<file path="config.mk">
export PLATFORM = sky130hd
export DESIGN_NAME = rpgs_top
export DESIGN_NICKNAME = d
export VERILOG_FILES = /design/src/rtl/rpgs_pkg.sv /design/src/rtl/rpgs_scaler.sv /design/src/rtl/rpgs_top.sv
export SDC_FILE = /design/constraint.sdc
export NUM_CORES = 1
export LEC_CHECK = 0
export BUFFER_PORTS_ARGS = -buffer_cell sky130_fd_sc_hd__clkbuf_2
export CAP_MARGIN = 20
export CORE_UTILIZATION = 41
export CTS_CLUSTER_DIAMETER = 60
export DETAILED_ROUTE_END_ITERATION = 8
export PLACE_DENSITY_LB_ADDON = 0.05
export SLEW_MARGIN = 0
export SYNTH_ARGS = -nofsm -noshare
export SYNTH_HDL_FRONTEND = slang
export SYNTH_HIERARCHICAL = 1
export SYNTH_SLANG_ARGS = --single-unit
</file>
<file path="constraint.sdc">
create_clock -name aclk -period 7.6 [get_ports aclk]
set_input_delay 2.28 -clock aclk [delete_from_list [all_inputs] [get_ports aclk]]
set_output_delay 2.28 -clock aclk [all_outputs]
set_load 0.01 [all_outputs]
</file>
<file path="src/rtl/rpgs_pkg.sv">
// Package of constants and types for the reference pulse gear scaler
// Operation
// - Numerator one is high times 10000 plus low
// - Numerator two is high times 10000 plus low
// - Denominator is high times 10000 plus low; scale
// - Wide gear settings apply only when format equals 1
// - Multiply or divide reference pulse frequency by ratio
// - Bit rate code 0..5 selects 50K..1M
// - Node address comes from dedicated address setting
// - Encoder code: reserved, 17-bit, resolver, wire-saving, 20-bit
package rpgs_pkg;
    // Register byte offsets
    localparam logic [7:0] RPGS_OFS_CTRL     = 8'h00;
    localparam logic [7:0] RPGS_OFS_RATE     = 8'h04;
    localparam logic [7:0] RPGS_OFS_NODE     = 8'h08;
    localparam logic [7:0] RPGS_OFS_N1H      = 8'h0c;
    localparam logic [7:0] RPGS_OFS_N1L      = 8'h10;
    localparam logic [7:0] RPGS_OFS_DH       = 8'h14;
    localparam logic [7:0] RPGS_OFS_DL       = 8'h18;
    localparam logic [7:0] RPGS_OFS_N2H      = 8'h1c;
    localparam logic [7:0] RPGS_OFS_N2L      = 8'h20;
    localparam logic [7:0] RPGS_OFS_ENC      = 8'h24;
    localparam logic [7:0] RPGS_OFS_STATUS   = 8'h28;
    localparam logic [7:0] RPGS_OFS_COUNT    = 8'h2c;
    // Decimal part weight and reset values
    localparam logic [31:0] RPGS_DEC_WEIGHT  = 32'h0000_2710;
    localparam logic [15:0] RPGS_PART_RST    = 16'h0000;
    localparam logic [15:0] RPGS_LOW_ONE     = 16'h0001;
    localparam logic [3:0]  RPGS_RATE_RST    = 4'h4;
    localparam logic [7:0]  RPGS_NODE_RST    = 8'h01;
    localparam logic [3:0]  RPGS_ENC_RST     = 4'h3;
    // Gear format value that enables the wide settings
    localparam logic        RPGS_FMT_WIDE    = 1'b1;
    // Field positions of the control register
    localparam int          RPGS_CTRL_FMT    = 0;
    localparam int          RPGS_CTRL_EN     = 1;
    // Bit rates in kbps per code
    localparam logic [15:0] RPGS_KBPS_0      = 16'h0032;
    localparam logic [15:0] RPGS_KBPS_1      = 16'h0064;
    localparam logic [15:0] RPGS_KBPS_2      = 16'h007d;
    localparam logic [15:0] RPGS_KBPS_3      = 16'h00fa;
    localparam logic [15:0] RPGS_KBPS_4      = 16'h01f4;
    localparam logic [15:0] RPGS_KBPS_5      = 16'h03e8;
    localparam logic [3:0]  RPGS_RATE_MAX    = 4'h5;
    // AXI responses
    localparam logic [1:0]  RPGS_RESP_OKAY   = 2'b00;
    localparam logic [1:0]  RPGS_RESP_SLVERR = 2'b10;

    // Decoded encoder kind
    typedef enum logic [5:0] {
        RPGS_ENC_RESERVED = 6'b000001,
        RPGS_ENC_ABS17    = 6'b000010,
        RPGS_ENC_INC17    = 6'b000100,
        RPGS_ENC_RESOLVER = 6'b001000,
        RPGS_ENC_WSAVE    = 6'b010000,
        RPGS_ENC_ABS20    = 6'b100000
    } rpgs_enc_kind_t;

    // Gear ratio handed to the scaler
    typedef struct packed {
        logic [31:0] num;
        logic [31:0] den;
    } rpgs_ratio_t;
endpackage : rpgs_pkg

</file>
<file path="src/rtl/rpgs_scaler.sv">
// Pulse scaler that multiplies or divides pulse frequency by num/den
`timescale 1ns/10ps
module rpgs_scaler
    import rpgs_pkg::*;
(
    input  wire logic        aclk,
    input  wire logic        aresetn,
    input  wire logic        enable,
    input  wire rpgs_ratio_t ratio,
    input  wire logic        pulse_in,
    output logic             pulse_out,
    output logic             busy
);
    logic [33:0] acc_reg;
    logic [33:0] acc_next;
    logic        out_reg;
    wire  [33:0] acc_add  = pulse_in ? acc_reg + {2'b00, ratio.num} : acc_reg;
    wire         can_emit = acc_add >= {2'b00, ratio.den};

    // Each input pulse adds num, each output pulse takes den away
    always_comb begin
        acc_next = acc_add;
        if (can_emit) begin
            acc_next = acc_add - {2'b00, ratio.den};
        end
    end

    // Accumulator with at most one output pulse per cycle
    always_ff @(posedge aclk) begin
        if (!aresetn || !enable) begin
            acc_reg <= 34'h0;
            out_reg <= 1'b0;
        end else begin
            acc_reg <= acc_next;
            out_reg <= can_emit;
        end
    end

    assign pulse_out = out_reg;
    assign busy      = acc_reg != 34'h0;
endmodule // rpgs_scaler

</file>
<file path="src/rtl/rpgs_top.sv">
// Reference pulse gear scaler with AXI4-Lite settings registers
//
// The register offsets and the AXI4-Lite register port were decided locally.
`timescale 1ns/10ps
module rpgs_top
    import rpgs_pkg::*;
(
    input  wire logic        aclk,
    input  wire logic        aresetn,
    input  wire logic [7:0]  s_axi_awaddr,
    input  wire logic        s_axi_awvalid,
    output logic             s_axi_awready,
    input  wire logic [31:0] s_axi_wdata,
    input  wire logic [3:0]  s_axi_wstrb,
    input  wire logic        s_axi_wvalid,
    output logic             s_axi_wready,
    output logic [1:0]       s_axi_bresp,
    output logic             s_axi_bvalid,
    input  wire logic        s_axi_bready,
    input  wire logic [7:0]  s_axi_araddr,
    input  wire logic        s_axi_arvalid,
    output logic             s_axi_arready,
    output logic [31:0]      s_axi_rdata,
    output logic [1:0]       s_axi_rresp,
    output logic             s_axi_rvalid,
    input  wire logic        s_axi_rready,
    input  wire logic        ref_pulse,
    input  wire logic        gear_num_select,
    output logic             scaled_pulse,
    output logic [15:0]      fieldbus_kbps,
    output logic [7:0]       fieldbus_node_address,
    output logic [5:0]       encoder_kind
);
    // Settings registers
    logic [1:0]  ctrl_reg;
    logic [3:0]  fieldbus_rate_code_reg;
    logic [7:0]  node_reg;
    logic [15:0] gear_num_one_high_reg;
    logic [15:0] gear_num_one_low_reg;
    logic [15:0] gear_den_high_reg;
    logic [15:0] gear_den_low_reg;
    logic [15:0] gear_num_two_high_reg;
    logic [15:0] gear_num_two_low_reg;
    logic [3:0]  encoder_type_code_reg;
    logic [31:0] out_count_reg;
    // Bus state
    logic        aw_held_reg;
    logic [7:0]  aw_addr_reg;
    logic        w_held_reg;
    logic [31:0] w_data_reg;
    logic [3:0]  w_strb_reg;
    logic        bvalid_reg;
    logic [1:0]  bresp_reg;
    logic        rvalid_reg;
    logic [31:0] rdata_reg;
    logic [1:0]  rresp_reg;
    // Pin synchronisers and select latch
    logic [1:0]  pulse_sync_reg;
    logic        pulse_prev_reg;
    logic [1:0]  sel_sync_reg;
    logic        sel_reg;
    // Output registers
    logic        scaled_reg;
    logic [15:0] kbps_reg;
    logic [7:0]  node_out_reg;
    logic [5:0]  enc_out_reg;
    rpgs_ratio_t ratio_reg;

    // Write channel decode
    wire         aw_ok     = aw_held_reg || s_axi_awvalid;
    wire         w_ok      = w_held_reg || s_axi_wvalid;
    wire [7:0]   wr_addr   = aw_held_reg ? aw_addr_reg : s_axi_awaddr;
    wire [31:0]  wr_data   = w_held_reg ? w_data_reg : s_axi_wdata;
    wire [3:0]   wr_strb   = w_held_reg ? w_strb_reg : s_axi_wstrb;
    wire         wr_fire   = aw_ok && w_ok && !bvalid_reg;
    wire [31:0]  wr_mask   = {{8{wr_strb[3]}}, {8{wr_strb[2]}}, {8{wr_strb[1]}}, {8{wr_strb[0]}}};
    wire         wr_known  = wr_addr <= RPGS_OFS_ENC && wr_addr[1:0] == 2'b00;
    wire         rd_known  = s_axi_araddr <= RPGS_OFS_COUNT && s_axi_araddr[1:0] == 2'b00;
    wire         rd_fire   = s_axi_arvalid && !rvalid_reg;

    // Function that merges write data under byte strobes
    function automatic logic [31:0] merge(input logic [31:0] old, input logic [31:0] nw, input logic [31:0] m);
        merge = (old & ~m) | (nw & m);
    endfunction

    wire [31:0]  m_ctrl  = merge({30'h0, ctrl_reg}, wr_data, wr_mask);
    wire [31:0]  m_rate  = merge({28'h0, fieldbus_rate_code_reg}, wr_data, wr_mask);
    wire [31:0]  m_node  = merge({24'h0, node_reg}, wr_data, wr_mask);
    wire [31:0]  m_n1h   = merge({16'h0, gear_num_one_high_reg}, wr_data, wr_mask);
    wire [31:0]  m_n1l   = merge({16'h0, gear_num_one_low_reg}, wr_data, wr_mask);
    wire [31:0]  m_dh    = merge({16'h0, gear_den_high_reg}, wr_data, wr_mask);
    wire [31:0]  m_dl    = merge({16'h0, gear_den_low_reg}, wr_data, wr_mask);
    wire [31:0]  m_n2h   = merge({16'h0, gear_num_two_high_reg}, wr_data, wr_mask);
    wire [31:0]  m_n2l   = merge({16'h0, gear_num_two_low_reg}, wr_data, wr_mask);
    wire [31:0]  m_enc   = merge({28'h0, encoder_type_code_reg}, wr_data, wr_mask);

    // Gear terms built from decimal high and low parts
    wire [31:0]  num_one  = 32'(gear_num_one_high_reg * RPGS_DEC_WEIGHT) + {16'h0, gear_num_one_low_reg};
    wire [31:0]  num_two  = 32'(gear_num_two_high_reg * RPGS_DEC_WEIGHT) + {16'h0, gear_num_two_low_reg};
    wire [31:0]  den_all  = 32'(gear_den_high_reg * RPGS_DEC_WEIGHT) + {16'h0, gear_den_low_reg};
    wire         fmt_wide = ctrl_reg[RPGS_CTRL_FMT] == RPGS_FMT_WIDE;
    wire         scale_en = ctrl_reg[RPGS_CTRL_EN];
    wire [31:0]  num_pick = sel_reg ? num_two : num_one;
    wire         ratio_ok = num_pick != 32'h0 && den_all != 32'h0;
    // Without the wide format the ratio is one to one
    wire [31:0]  num_use  = (fmt_wide && ratio_ok) ? num_pick : 32'h1;
    wire [31:0]  den_use  = (fmt_wide && ratio_ok) ? den_all : 32'h1;
    wire         pulse_rise = pulse_sync_reg[1] && !pulse_prev_reg;
    wire         scaler_out;
    wire         scaler_busy;

    // Bit rate lookup
    wire [15:0]  kbps_lut = (fieldbus_rate_code_reg == 4'h0) ? RPGS_KBPS_0 :
                            (fieldbus_rate_code_reg == 4'h1) ? RPGS_KBPS_1 :
                            (fieldbus_rate_code_reg == 4'h2) ? RPGS_KBPS_2 :
                            (fieldbus_rate_code_reg == 4'h3) ? RPGS_KBPS_3 :
                            (fieldbus_rate_code_reg == 4'h4) ? RPGS_KBPS_4 :
                            (fieldbus_rate_code_reg == 4'h5) ? RPGS_KBPS_5 : 16'h0000;
    // Encoder kind decode; code 8 is 20-bit incremental, shown as ABS20 with bit 0
    wire [5:0]   enc_lut  = (encoder_type_code_reg == 4'h3) ? RPGS_ENC_ABS17 :
                            (encoder_type_code_reg == 4'h4) ? RPGS_ENC_INC17 :
                            (encoder_type_code_reg == 4'h5) ? RPGS_ENC_RESOLVER :
                            (encoder_type_code_reg == 4'h6) ? RPGS_ENC_WSAVE :
                            (encoder_type_code_reg == 4'h7) ? RPGS_ENC_ABS20 :
                            (encoder_type_code_reg == 4'h8) ? 6'b100001 : RPGS_ENC_RESERVED;

    // Read data select
    wire [31:0]  rd_mux = (s_axi_araddr == RPGS_OFS_CTRL)   ? {30'h0, ctrl_reg} :
                          (s_axi_araddr == RPGS_OFS_RATE)   ? {28'h0, fieldbus_rate_code_reg} :
                          (s_axi_araddr == RPGS_OFS_NODE)   ? {24'h0, node_reg} :
                          (s_axi_araddr == RPGS_OFS_N1H)    ? {16'h0, gear_num_one_high_reg} :
                          (s_axi_araddr == RPGS_OFS_N1L)    ? {16'h0, gear_num_one_low_reg} :
                          (s_axi_araddr == RPGS_OFS_DH)     ? {16'h0, gear_den_high_reg} :
                          (s_axi_araddr == RPGS_OFS_DL)     ? {16'h0, gear_den_low_reg} :
                          (s_axi_araddr == RPGS_OFS_N2H)    ? {16'h0, gear_num_two_high_reg} :
                          (s_axi_araddr == RPGS_OFS_N2L)    ? {16'h0, gear_num_two_low_reg} :
                          (s_axi_araddr == RPGS_OFS_ENC)    ? {28'h0, encoder_type_code_reg} :
                          (s_axi_araddr == RPGS_OFS_STATUS) ? {29'h0, ratio_ok, scaler_busy, sel_reg} :
                          (s_axi_araddr == RPGS_OFS_COUNT)  ? out_count_reg : 32'h0;

    // Write address and data holding, either order
    always_ff @(posedge aclk) begin
        if (!aresetn) begin
            aw_held_reg <= 1'b0;
            aw_addr_reg <= 8'h00;
            w_held_reg  <= 1'b0;
            w_data_reg  <= 32'h0;
            w_strb_reg  <= 4'h0;
        end else begin
            if (s_axi_awvalid && s_axi_awready) begin
                aw_held_reg <= !wr_fire;
                aw_addr_reg <= s_axi_awaddr;
            end else if (wr_fire) begin
                aw_held_reg <= 1'b0;
            end
            if (s_axi_wvalid && s_axi_wready) begin
                w_held_reg <= !wr_fire;
                w_data_reg <= s_axi_wdata;
                w_strb_reg <= s_axi_wstrb;
            end else if (wr_fire) begin
                w_held_reg <= 1'b0;
            end
        end
    end

    // Write response
    always_ff @(posedge aclk) begin
        if (!aresetn) begin
            bvalid_reg <= 1'b0;
            bresp_reg  <= RPGS_RESP_OKAY;
        end else if (wr_fire) begin
            bvalid_reg <= 1'b1;
            bresp_reg  <= wr_known ? RPGS_RESP_OKAY : RPGS_RESP_SLVERR;
        end else if (s_axi_bready) begin
            bvalid_reg <= 1'b0;
        end
    end

    // Settings registers written by software
    always_ff @(posedge aclk) begin
        if (!aresetn) begin
            ctrl_reg               <= 2'b00;
            fieldbus_rate_code_reg <= RPGS_RATE_RST;
            node_reg               <= RPGS_NODE_RST;
            gear_num_one_high_reg  <= RPGS_PART_RST;
            gear_num_one_low_reg   <= RPGS_LOW_ONE;
            gear_den_high_reg      <= RPGS_PART_RST;
            gear_den_low_reg       <= RPGS_LOW_ONE;
            gear_num_two_high_reg  <= RPGS_PART_RST;
            gear_num_two_low_reg   <= RPGS_LOW_ONE;
            encoder_type_code_reg  <= RPGS_ENC_RST;
        end else if (wr_fire) begin
            unique case (wr_addr)
                RPGS_OFS_CTRL: ctrl_reg <= m_ctrl[1:0];
                RPGS_OFS_RATE: fieldbus_rate_code_reg <= m_rate[3:0];
                RPGS_OFS_NODE: node_reg <= m_node[7:0];
                RPGS_OFS_N1H:  gear_num_one_high_reg <= m_n1h[15:0];
                RPGS_OFS_N1L:  gear_num_one_low_reg <= m_n1l[15:0];
                RPGS_OFS_DH:   gear_den_high_reg <= m_dh[15:0];
                RPGS_OFS_DL:   gear_den_low_reg <= m_dl[15:0];
                RPGS_OFS_N2H:  gear_num_two_high_reg <= m_n2h[15:0];
                RPGS_OFS_N2L:  gear_num_two_low_reg <= m_n2l[15:0];
                RPGS_OFS_ENC:  encoder_type_code_reg <= m_enc[3:0];
                default: ;
            endcase
        end
    end

    // Read channel
    always_ff @(posedge aclk) begin
        if (!aresetn) begin
            rvalid_reg <= 1'b0;
            rdata_reg  <= 32'h0;
            rresp_reg  <= RPGS_RESP_OKAY;
        end else if (rd_fire) begin
            rvalid_reg <= 1'b1;
            rdata_reg  <= rd_mux;
            rresp_reg  <= rd_known ? RPGS_RESP_OKAY : RPGS_RESP_SLVERR;
        end else if (s_axi_rready) begin
            rvalid_reg <= 1'b0;
        end
    end

    // Pin synchronisers; select only changes while the scaler is idle
    always_ff @(posedge aclk) begin
        if (!aresetn) begin
            pulse_sync_reg <= 2'b00;
            pulse_prev_reg <= 1'b0;
            sel_sync_reg   <= 2'b00;
            sel_reg        <= 1'b0;
        end else begin
            pulse_sync_reg <= {pulse_sync_reg[0], ref_pulse};
            pulse_prev_reg <= pulse_sync_reg[1];
            sel_sync_reg   <= {sel_sync_reg[0], gear_num_select};
            if (!scaler_busy && !pulse_rise) begin
                sel_reg <= sel_sync_reg[1];
            end
        end
    end

    // Ratio, outputs and pulse count
    always_ff @(posedge aclk) begin
        if (!aresetn) begin
            ratio_reg     <= '{num: 32'h1, den: 32'h1};
            scaled_reg    <= 1'b0;
            kbps_reg      <= RPGS_KBPS_4;
            node_out_reg  <= RPGS_NODE_RST;
            enc_out_reg   <= RPGS_ENC_ABS17;
            out_count_reg <= 32'h0;
        end else begin
            ratio_reg     <= '{num: num_use, den: den_use};
            scaled_reg    <= scaler_out;
            kbps_reg      <= kbps_lut;
            node_out_reg  <= node_reg;
            enc_out_reg   <= enc_lut;
            out_count_reg <= out_count_reg + {31'h0, scaler_out};
        end
    end

    rpgs_scaler u_scaler (
        .aclk      (aclk),
        .aresetn   (aresetn),
        .enable    (scale_en),
        .ratio     (ratio_reg),
        .pulse_in  (pulse_rise),
        .pulse_out (scaler_out),
        .busy      (scaler_busy)
    );

    assign s_axi_awready         = !aw_held_reg && !bvalid_reg;
    assign s_axi_wready          = !w_held_reg && !bvalid_reg;
    assign s_axi_bvalid          = bvalid_reg;
    assign s_axi_bresp           = bresp_reg;
    assign s_axi_arready         = !rvalid_reg;
    assign s_axi_rvalid          = rvalid_reg;
    assign s_axi_rdata           = rdata_reg;
    assign s_axi_rresp           = rresp_reg;
    assign scaled_pulse          = scaled_reg;
    assign fieldbus_kbps         = kbps_reg;
    assign fieldbus_node_address = node_out_reg;
    assign encoder_kind          = enc_out_reg;
endmodule // rpgs_top

</file>
# Yosys cells after proc, flatten, opt, wreduce, memory -nomap -nowiden
# Cells that the tools add are included.
[word_totals] input_bits=61 wordCells=201 register_bits=342 output_inout_bits=72
[classes] n_lt_le_gt_ge=3 n_mul=3 addsub=6 eq_ne=31 reduce_logical=57 n_bitwise=23 muxes=38
[ops] op="two-way mux 32 bit" count=12
[ops] op="bitwise AND 16 bit" count=7
[ops] op="OR 16 bit" count=6
[ops] op="adder 30 x 16 -> 31 bit" count=3
[ops] op="multiplier 16 x 10 -> 26 bit, second input constant" count=3
[ops] op="two-way mux 34 bit" count=2
[ops] op="equality test 8 x 5 -> 1 bit, second input constant" count=8
[ops] op="nonzero test 32 bit" count=2
[ops] op="equality test 8 x 6 -> 1 bit, second input constant" count=6
[ops] op="two-way mux 9 bit" count=5
[ops] op="adder 34 x 32 -> 34 bit" count=1
[ops] op="greater-or-equal comparator 34 x 32 -> 1 bit" count=1
[ops] op="nonzero test 34 bit" count=1
[ops] op="subtractor 34 x 32 -> 34 bit" count=1
[ops] op="adder 32 x 1 -> 32 bit" count=1
[ops] op="equality test 8 x 4 -> 1 bit, second input constant" count=4
[ops] op="two-way mux 31 bit" count=1
[ops] op="equality test 4 x 3 -> 1 bit, second input constant" count=6
[ops] op="AND reduction 2 bit" count=11
[ops] op="equality test 8 x 3 -> 1 bit, second input constant" count=2
[ops] op="less-or-equal comparator 8 x 6 -> 1 bit, second input constant" count=2
[ops] op="logical NOT 8 bit" count=2
[ops] op="two-way mux 16 bit" count=1
[ops] op="inverter 16 bit" count=1
[ops] op="other kinds (29)" count=72

# Depth between registers and ports, before layout
# Gate-level depths: netlist (run 1).
[logic_depth] depth_word=16 ltp_mapped=28 depth_no_buf=27

# Modules after synthesis
# Netlist (run 1), hierarchy kept.
[by_module_without_submodules] mod="rpgs_top" instances=1 seq_area_each_um2=6065.8 cells_per_inst=2692 area_each_um2=23229.8
[by_module_without_submodules] mod="rpgs_scaler" instances=1 seq_area_each_um2=700.7 cells_per_inst=745 area_each_um2=5525.3

# Worst setup path after synthesis (run 1)
# No wires, ideal clock.
[synth_path] kind="register to register" startpoint="register (tool-made name)" endpoint="register ratio_reg[50] (netlist name)" synth_period_minus_slack_ps=6772 setup_ps=116 required_time_ps=7484 stages_incl_launch_ff=25 t_arrival_ps=6657 path_buffers=1 setup_slack_ps=828 cell_sequence="dfxtp_1 fa_1 ha_1 fa_1 ha_1 fa_1 ha_1 o211ai_1 a21oi_2 nor2_1 xnor2_1 ha_1 and4_1 o2111a_1 a31o_2 a211oi_1 or3_1 a21oi_1 a2111oi_0 o211ai_1 a2111oi_0 nand4_1 o211ai_2 buf_4 and3b_1"
[synth_lines] element="end signal, assigned" line_no="rpgs_top.sv:244" rtl="ratio_reg <= '{num: 32'h1, den: 32'h1};"
[synth_lines] element="end signal, assigned" line_no="rpgs_top.sv:251" rtl="ratio_reg <= '{num: num_use, den: den_use};"
[synth_lines] element="end, declared" line_no="rpgs_top.sv:67" rtl="rpgs_ratio_t ratio_reg;"

==> impl_metrics.ini, run 1 <==
[status]
status = finished clean

[die]
core-area_um2 = 68900
num_io_pins = 133
rows = 96
die_w_um = 267
die_h_um = 267
start_util = 0.417
dieArea_um2 = 71200

[timing]
setup_viol = 0
timing.final.crit_share = 0.949
final.min_clock_period_ns = 7.21
max_slew_margin = 0.273
fin_ws_ns = 0.388
finalHoldViolCount = 0
clock_skew_ns = 0.0364
fin_setup_tns_ns = 0
worst-slew-pin-transition_ns = 1.09
slew_viol_final = 0
rsz0062_at_grt = false
max_freq_mhz = 139

[drt]
dr_wl_met2_um = 44300
finalWirelength_um = 94000
vias = 25600
dr.pass1.iters = 8
wl_met1_um = 42600
routedWlPerCell_um = 20.9
wl_met3_um = 4230
drc = 0
topRoutingLayerUsed = met5
drtAntennaViolNets = 0
drtIter0Drc = 1772
viasPerCell = 5.70

[cts]
clk_path_buf_depth = 3
clk_pin_slew_ns = 0.06
post_cts_buffers = 0
cts_tree = yes
cts_resized = 0
ctsHoldBuffers = 0
cts-root-buf = clkbuf_16
numCtsBuffers = 42
clock-sinks = 338
clkLatencyLatePin_ns = 0.60
htree_levels = 2

[logic_synthesis]
ys_async_sr_fraction = 0
synth_cell_type_count = 88
synth_edf_count = 0
ys_ff_latch = 338
yosysSeqAreaShare = 0.235
avgSynthCellArea_um2 = 8.37
syn_area_um2 = 28800
syn_inst = 3437
synth_ff_type = dfxtp_1
yosysWarningCount = 6

[setup_path]
cp_cell_sequence = fa_1 -> ha_1 -> fa_1 -> ha_1 -> fa_1 -> ha_1 -> a21o_1 -> nor2_1 -> xnor2_1 -> ha_1 -> and2_1 -> and2_1 -> a211oi_1 -> buf_4 -> nor3b_4 -> nand3_1 -> or4_1 -> o311a_1 -> a2111oi_0 -> nand4_1 -> o211ai_4 -> buf_4 -> and3b_1
crit_slowest_cell = or4_1
crit_fanout = 12
critical_path.max_stage_delay_ns = 0.66
worstSetupStartpointType = register
path_class = reg2reg
end_kind = register
crit_buf_inv = 2
crit_family = adder cells
arrival_ns = 7.66
cp_common_cell = ha_1
cp_data_required_time_ns = 8.05

[global_routing]
grt_overflow_total = 0
grt_pass1_wl_um = 142000
antenna_found_initial = 5
grt_max_degree = 107
grt.total_usage = 0.258
grt_pass1_vias = 24500

[layout]
fin_nets = 4010
n_antenna_cell = 0
area_delta_synth_final_pct = 11.2
drive_gt1_frac = 0.0945
final_cells = 4488

[flow_run]
maxCapViolCount = 0

[pwr]
p_per_area_nw_per_um2 = 131
irDropWorstVdd_uv = 167
power.leakage_nw = 15.8
power_mw = 4.18

[min_path]
hold_path_class = reg2reg

[placement]
dp_slack_ns = 0.441
port_buffers = 106
globalplace.congestion = 0.932
dp.cells = 4409
hpwlAfterDp_um = 75100
[metal layers]
metal | track usage | vias up
met5 | 0 | -
met4 | 0.0826 | 8
met3 | 0.0266 | 131
met2 | 0.435 | 639
met1 | 0.345 | 12300
li1 | - | 12400
[layout by cell type, fill, tap and decap left out, drive strengths merged, types with 15 or more instances in the layout]
cell	count
a211oi	32
a21boi	29
a21o	42
a21oi	226
a22oi	25
a31oi	21
and2	84
and3	26
and4	16
buf	83
clkbuf	165
dfxtp	338
fa	110
ha	312
inv	256
mux2	30
mux2i	70
nand2	364
nand2b	38
nand3	77
nand4	47
nor2	213
nor2b	64
nor3	64
nor4	30
nor4b	15
o211a	103
o211ai	42
o21a	18
o21ai	158
o22ai	20
o31ai	15
or2	15
or3	22
xnor2	103
xor2	78
[logic make-up (layout without fill, tap and decap cells)]
group / count (synthesis) / after routing / synth area share
DFF: 338 / 338 / 0.235
and+or+nand+nor: 1126 / 1126 / 0.195
muxes: 101 / 101 / 0.0369
adders and majority gates: 422 / 422 / 0.212
other: 1 / 10 / 0.000130
buffers and inverters: 407 / 518 / 0.0565
xor gates and xnor gates: 181 / 181 / 0.0551
AOI/OAI and AO/OA: 861 / 861 / 0.208
[worst paths after layout]
| check | startpoint | slack (ns) | depth (start not counted) | end |
|---|---|---|---|---|
| min | pulse_sync_reg[0] | 0.43 | 1 | pulse_sync_reg[1] |
| max | register | 0.39 | 23 | ratio_reg[50] |
| min reg2reg | pulse_sync_reg[0] | 0.43 | 1 | pulse_sync_reg[1] |
| max reg2reg | register | 0.39 | 23 | ratio_reg[50] |
[cell type report]
type	count	area (µm²)
clock inverter	16	243
tap	931	1160
timing repair buffer	190	1220
inverter	254	953
fill	6928	37000
multi-input combinational	2701	20400
sequential	338	6770
clock buffer	58	1200
[stage by stage]
step	instance area (µm²)	hold slack [ns]	utilization
after detailed placement	30500	0.422	0.442
after CTS	31900	0.436	0.463
after floorplan	28800	0.412	-
final	32000	0.432	0.464
after global placement	30500	0.415	0.442
after global routing	32000	0.465	0.464
[cells in the mapped netlist (all sizes together), types with 18 or more instances]
| library cell | number | area (µm²) |
|---|---|---|
| ha | 312 | 3900 |
| nand3 | 77 | 385 |
| a21boi | 29 | 218 |
| xor2 | 78 | 683 |
| o211ai | 42 | 330 |
| o21ai | 158 | 791 |
| a31oi | 21 | 138 |
| mux2i | 70 | 701 |
| nor3 | 64 | 325 |
| a211oi | 32 | 245 |
| a21o | 42 | 315 |
| clkbuf | 118 | 443 |
| dfxtp | 338 | 6770 |
| and2 | 84 | 526 |
| and3 | 26 | 163 |
| nand4 | 47 | 300 |
| nor2 | 213 | 800 |
| nand2b | 38 | 238 |
| o22ai | 20 | 125 |
| o21a | 18 | 135 |
| inv | 254 | 953 |
| fa | 110 | 2200 |
| o211a | 103 | 1030 |
| buf | 35 | 229 |
| or3 | 22 | 138 |
| a22oi | 25 | 188 |
| nor4 | 30 | 188 |
| mux2 | 30 | 338 |
| a21oi | 226 | 1150 |
| nand2 | 364 | 1370 |
| nor2b | 64 | 400 |
| xnor2 | 103 | 902 |
[report_power, final]
group          switching, mW  leakage (nW)  total [mW]  internal (mW)
logic                  0.204          12.4       0.313          0.109
registers             0.0138          2.73        1.80           1.79
clock network          0.839         0.700        2.06           1.22
No activity file was read; power rests on OpenSTA's default activity.
==> run 2: changes to the inputs <==
==> constraint.sdc (replaced) <==
create_clock -name aclk -period 6.5 [get_ports aclk]
set_input_delay 1.95 -clock aclk [delete_from_list [all_inputs] [get_ports aclk]]
set_output_delay 1.95 -clock aclk [all_outputs]
set_load 0.01 [all_outputs]
==> impl_metrics.ini, run 2 (synthesis results as in run 1) <==
[timing]
max_freq_mhz = 156
clock_skew_ns = 0.0198
final.min_clock_period_ns = 6.41
hold-worst-slack_ns = 0.437
worst-slew-pin-transition_ns = 1.12
timing.final.crit_share = 0.985
rsz0062_at_grt = true
setup_viol = 0
max_slew_margin = 0.237
slew_viol_final = 0
finalHoldViolCount = 0

[layout]
area_delta_synth_final_pct = 20.1
drive_gt1_frac = 0.184
utilization = 0.501
final_cell_mix = nand2_1, dfxtp_1, ha_1
fillers = 6801
stdcell_area_um2 = 34500
fin_nets = 4216
n_antenna_cell = 0
final_common_cell = nand2_1

[global_routing]
grt_pass1_wl_um = 148000
grt_overflow_total = 0
grt_pass1_vias = 25400
grt.total_usage = 0.268
grt_max_degree = 96
antenna_found_initial = 3

[setup_path]
cp_num_cells = 27
cp_data_required_time_ns = 6.97
r2r_cells = 27
end_kind = register
crit_buf_inv = 4
crit_slowest_cell = fa_1
arrival_ns = 6.88
crit_fanout = 8
critical_path.max_stage_delay_ns = 0.49
crit_family = adder cells
path_class = reg2reg
worstSetupStartpointType = register

[drt]
finalWirelength_um = 97500
viasPerCell = 5.58
drtAntennaViolNets = 0
routedWlPerCell_um = 20.7
drtIter0Drc = 2019
dr.pass1.iters = 9
vias = 26200
drc = 0

[die]
dieArea_um2 = 71200
die_h_um = 267
die_w_um = 267
start_util = 0.417
rows = 96
num_io_pins = 133
core-area_um2 = 68900

[pwr]
p_int_mw = 3.66
netSwitchingFraction = 0.253
power.leakage_nw = 17.1
power_frac_seq = 0.430
p_sw_mw = 1.24
p_comb_frac = 0.076
irDropWorstVdd_uv = 182
clockPowerShare = 0.494
p_per_area_nw_per_um2 = 142

[placement]
hpwlAfterDp_um = 77600
globalplace.congestion = 0.927
dpl_cell_area_um2 = 32000
port_buffers = 106

[cts]
clk_path_buf_depth = 3
numCtsBuffers = 43
htree_levels = 2
cts-root-buf = clkbuf_16
clkLatencyLatePin_ns = 0.59
cts_tree = yes
clock-sinks = 338
clk_pin_slew_ns = 0.06

[min_path]
hold_path_class = reg2reg
holdPathStages = 1

[status]
status = finished clean

[flow_run]
maxCapViolCount = 0
-- run 2: cell count changes in the layout (fill, tap and decap cells not counted), sizes merged --
cell | before | now
clkinv | 9 | 7
inv | 256 | 261
buf | 83 | 285
clkbuf | 165 | 171
clkinvlp | 2 | 0
-- run 2: layout make-up --
type                    count  area, µm²  area share
inverters                 254        953      0.0276
multi-input cells        2701      21300       0.616
clock inverters            17        215     0.00623
well taps                 931       1160      0.0337
flip-flops and latches    338       6790       0.197
clock buffers              61       1210      0.0351
repair buffers            395       2930      0.0849
-- run 2: stage by stage --
stage                     cells  setup TNS (ns)  worst slack (ns)  total power, mW
after floorplan            3446               0            0.0413             2.38
after detailed placement   4596          -10.21            -0.219             2.52
after CTS                  4675               0           0.00163             4.95
final                      4697               0            0.0943             4.90
after global placement     4592           -6.52            -0.151             2.51
after global routing       4697           -9.07            -0.184             5.07
-- run 2: per-layer routing --
metal,routed length [µm],GRT usage,up-vias,share of wire
met1,44300,0.359,12700,0.46
met3,3530,0.0232,122,0.036
met5,13,0,-,0.00013
met2,47100,0.458,549,0.48
li1,-,-,12900,-
met4,2430,0.0724,2,0.025
-- run 2: timing repair --
item | 4_1_cts | 5_1_grt
cloned | 0 | 4
hold buffers | 0 | 0
endpoints found under the setup margin | 63 | 63
pin swaps | 3 | 64
resized for setup | 20 | 187
setup buffers | 1 | 15
-- run 2: worst reg2reg max path: cells and delay by family (launching register included) --
kind            cells  cell delay [ns]
compound gates      8             1.48
xor+xnor            2             0.30
fa+ha+maj           7             2.65
buf+inv             4             0.62
flops               1             0.35
mux                 1             0.11
simple gates        5             0.80
-- run 2: final timing paths --
kind	end	from	slack (ns)
worst max-delay path	ratio_reg[30]	register	0.09
worst min-delay path	sel_sync_reg[1]	sel_sync_reg[0]	0.44
worst max register to register	ratio_reg[30]	register	0.09
worst min register to register	sel_sync_reg[1]	sel_sync_reg[0]	0.44
-- run 2: power by group through the flow --
stage          clock (mW)  combinational, mW  sequential [mW]
2_1_floorplan           0              0.231             2.15
3_3_place_gp            0              0.360             2.15
3_5_place_dp            0              0.365             2.15
4_1_cts              2.47              0.367             2.11
5_1_grt              2.56              0.398             2.11
6_report             2.42              0.373             2.11
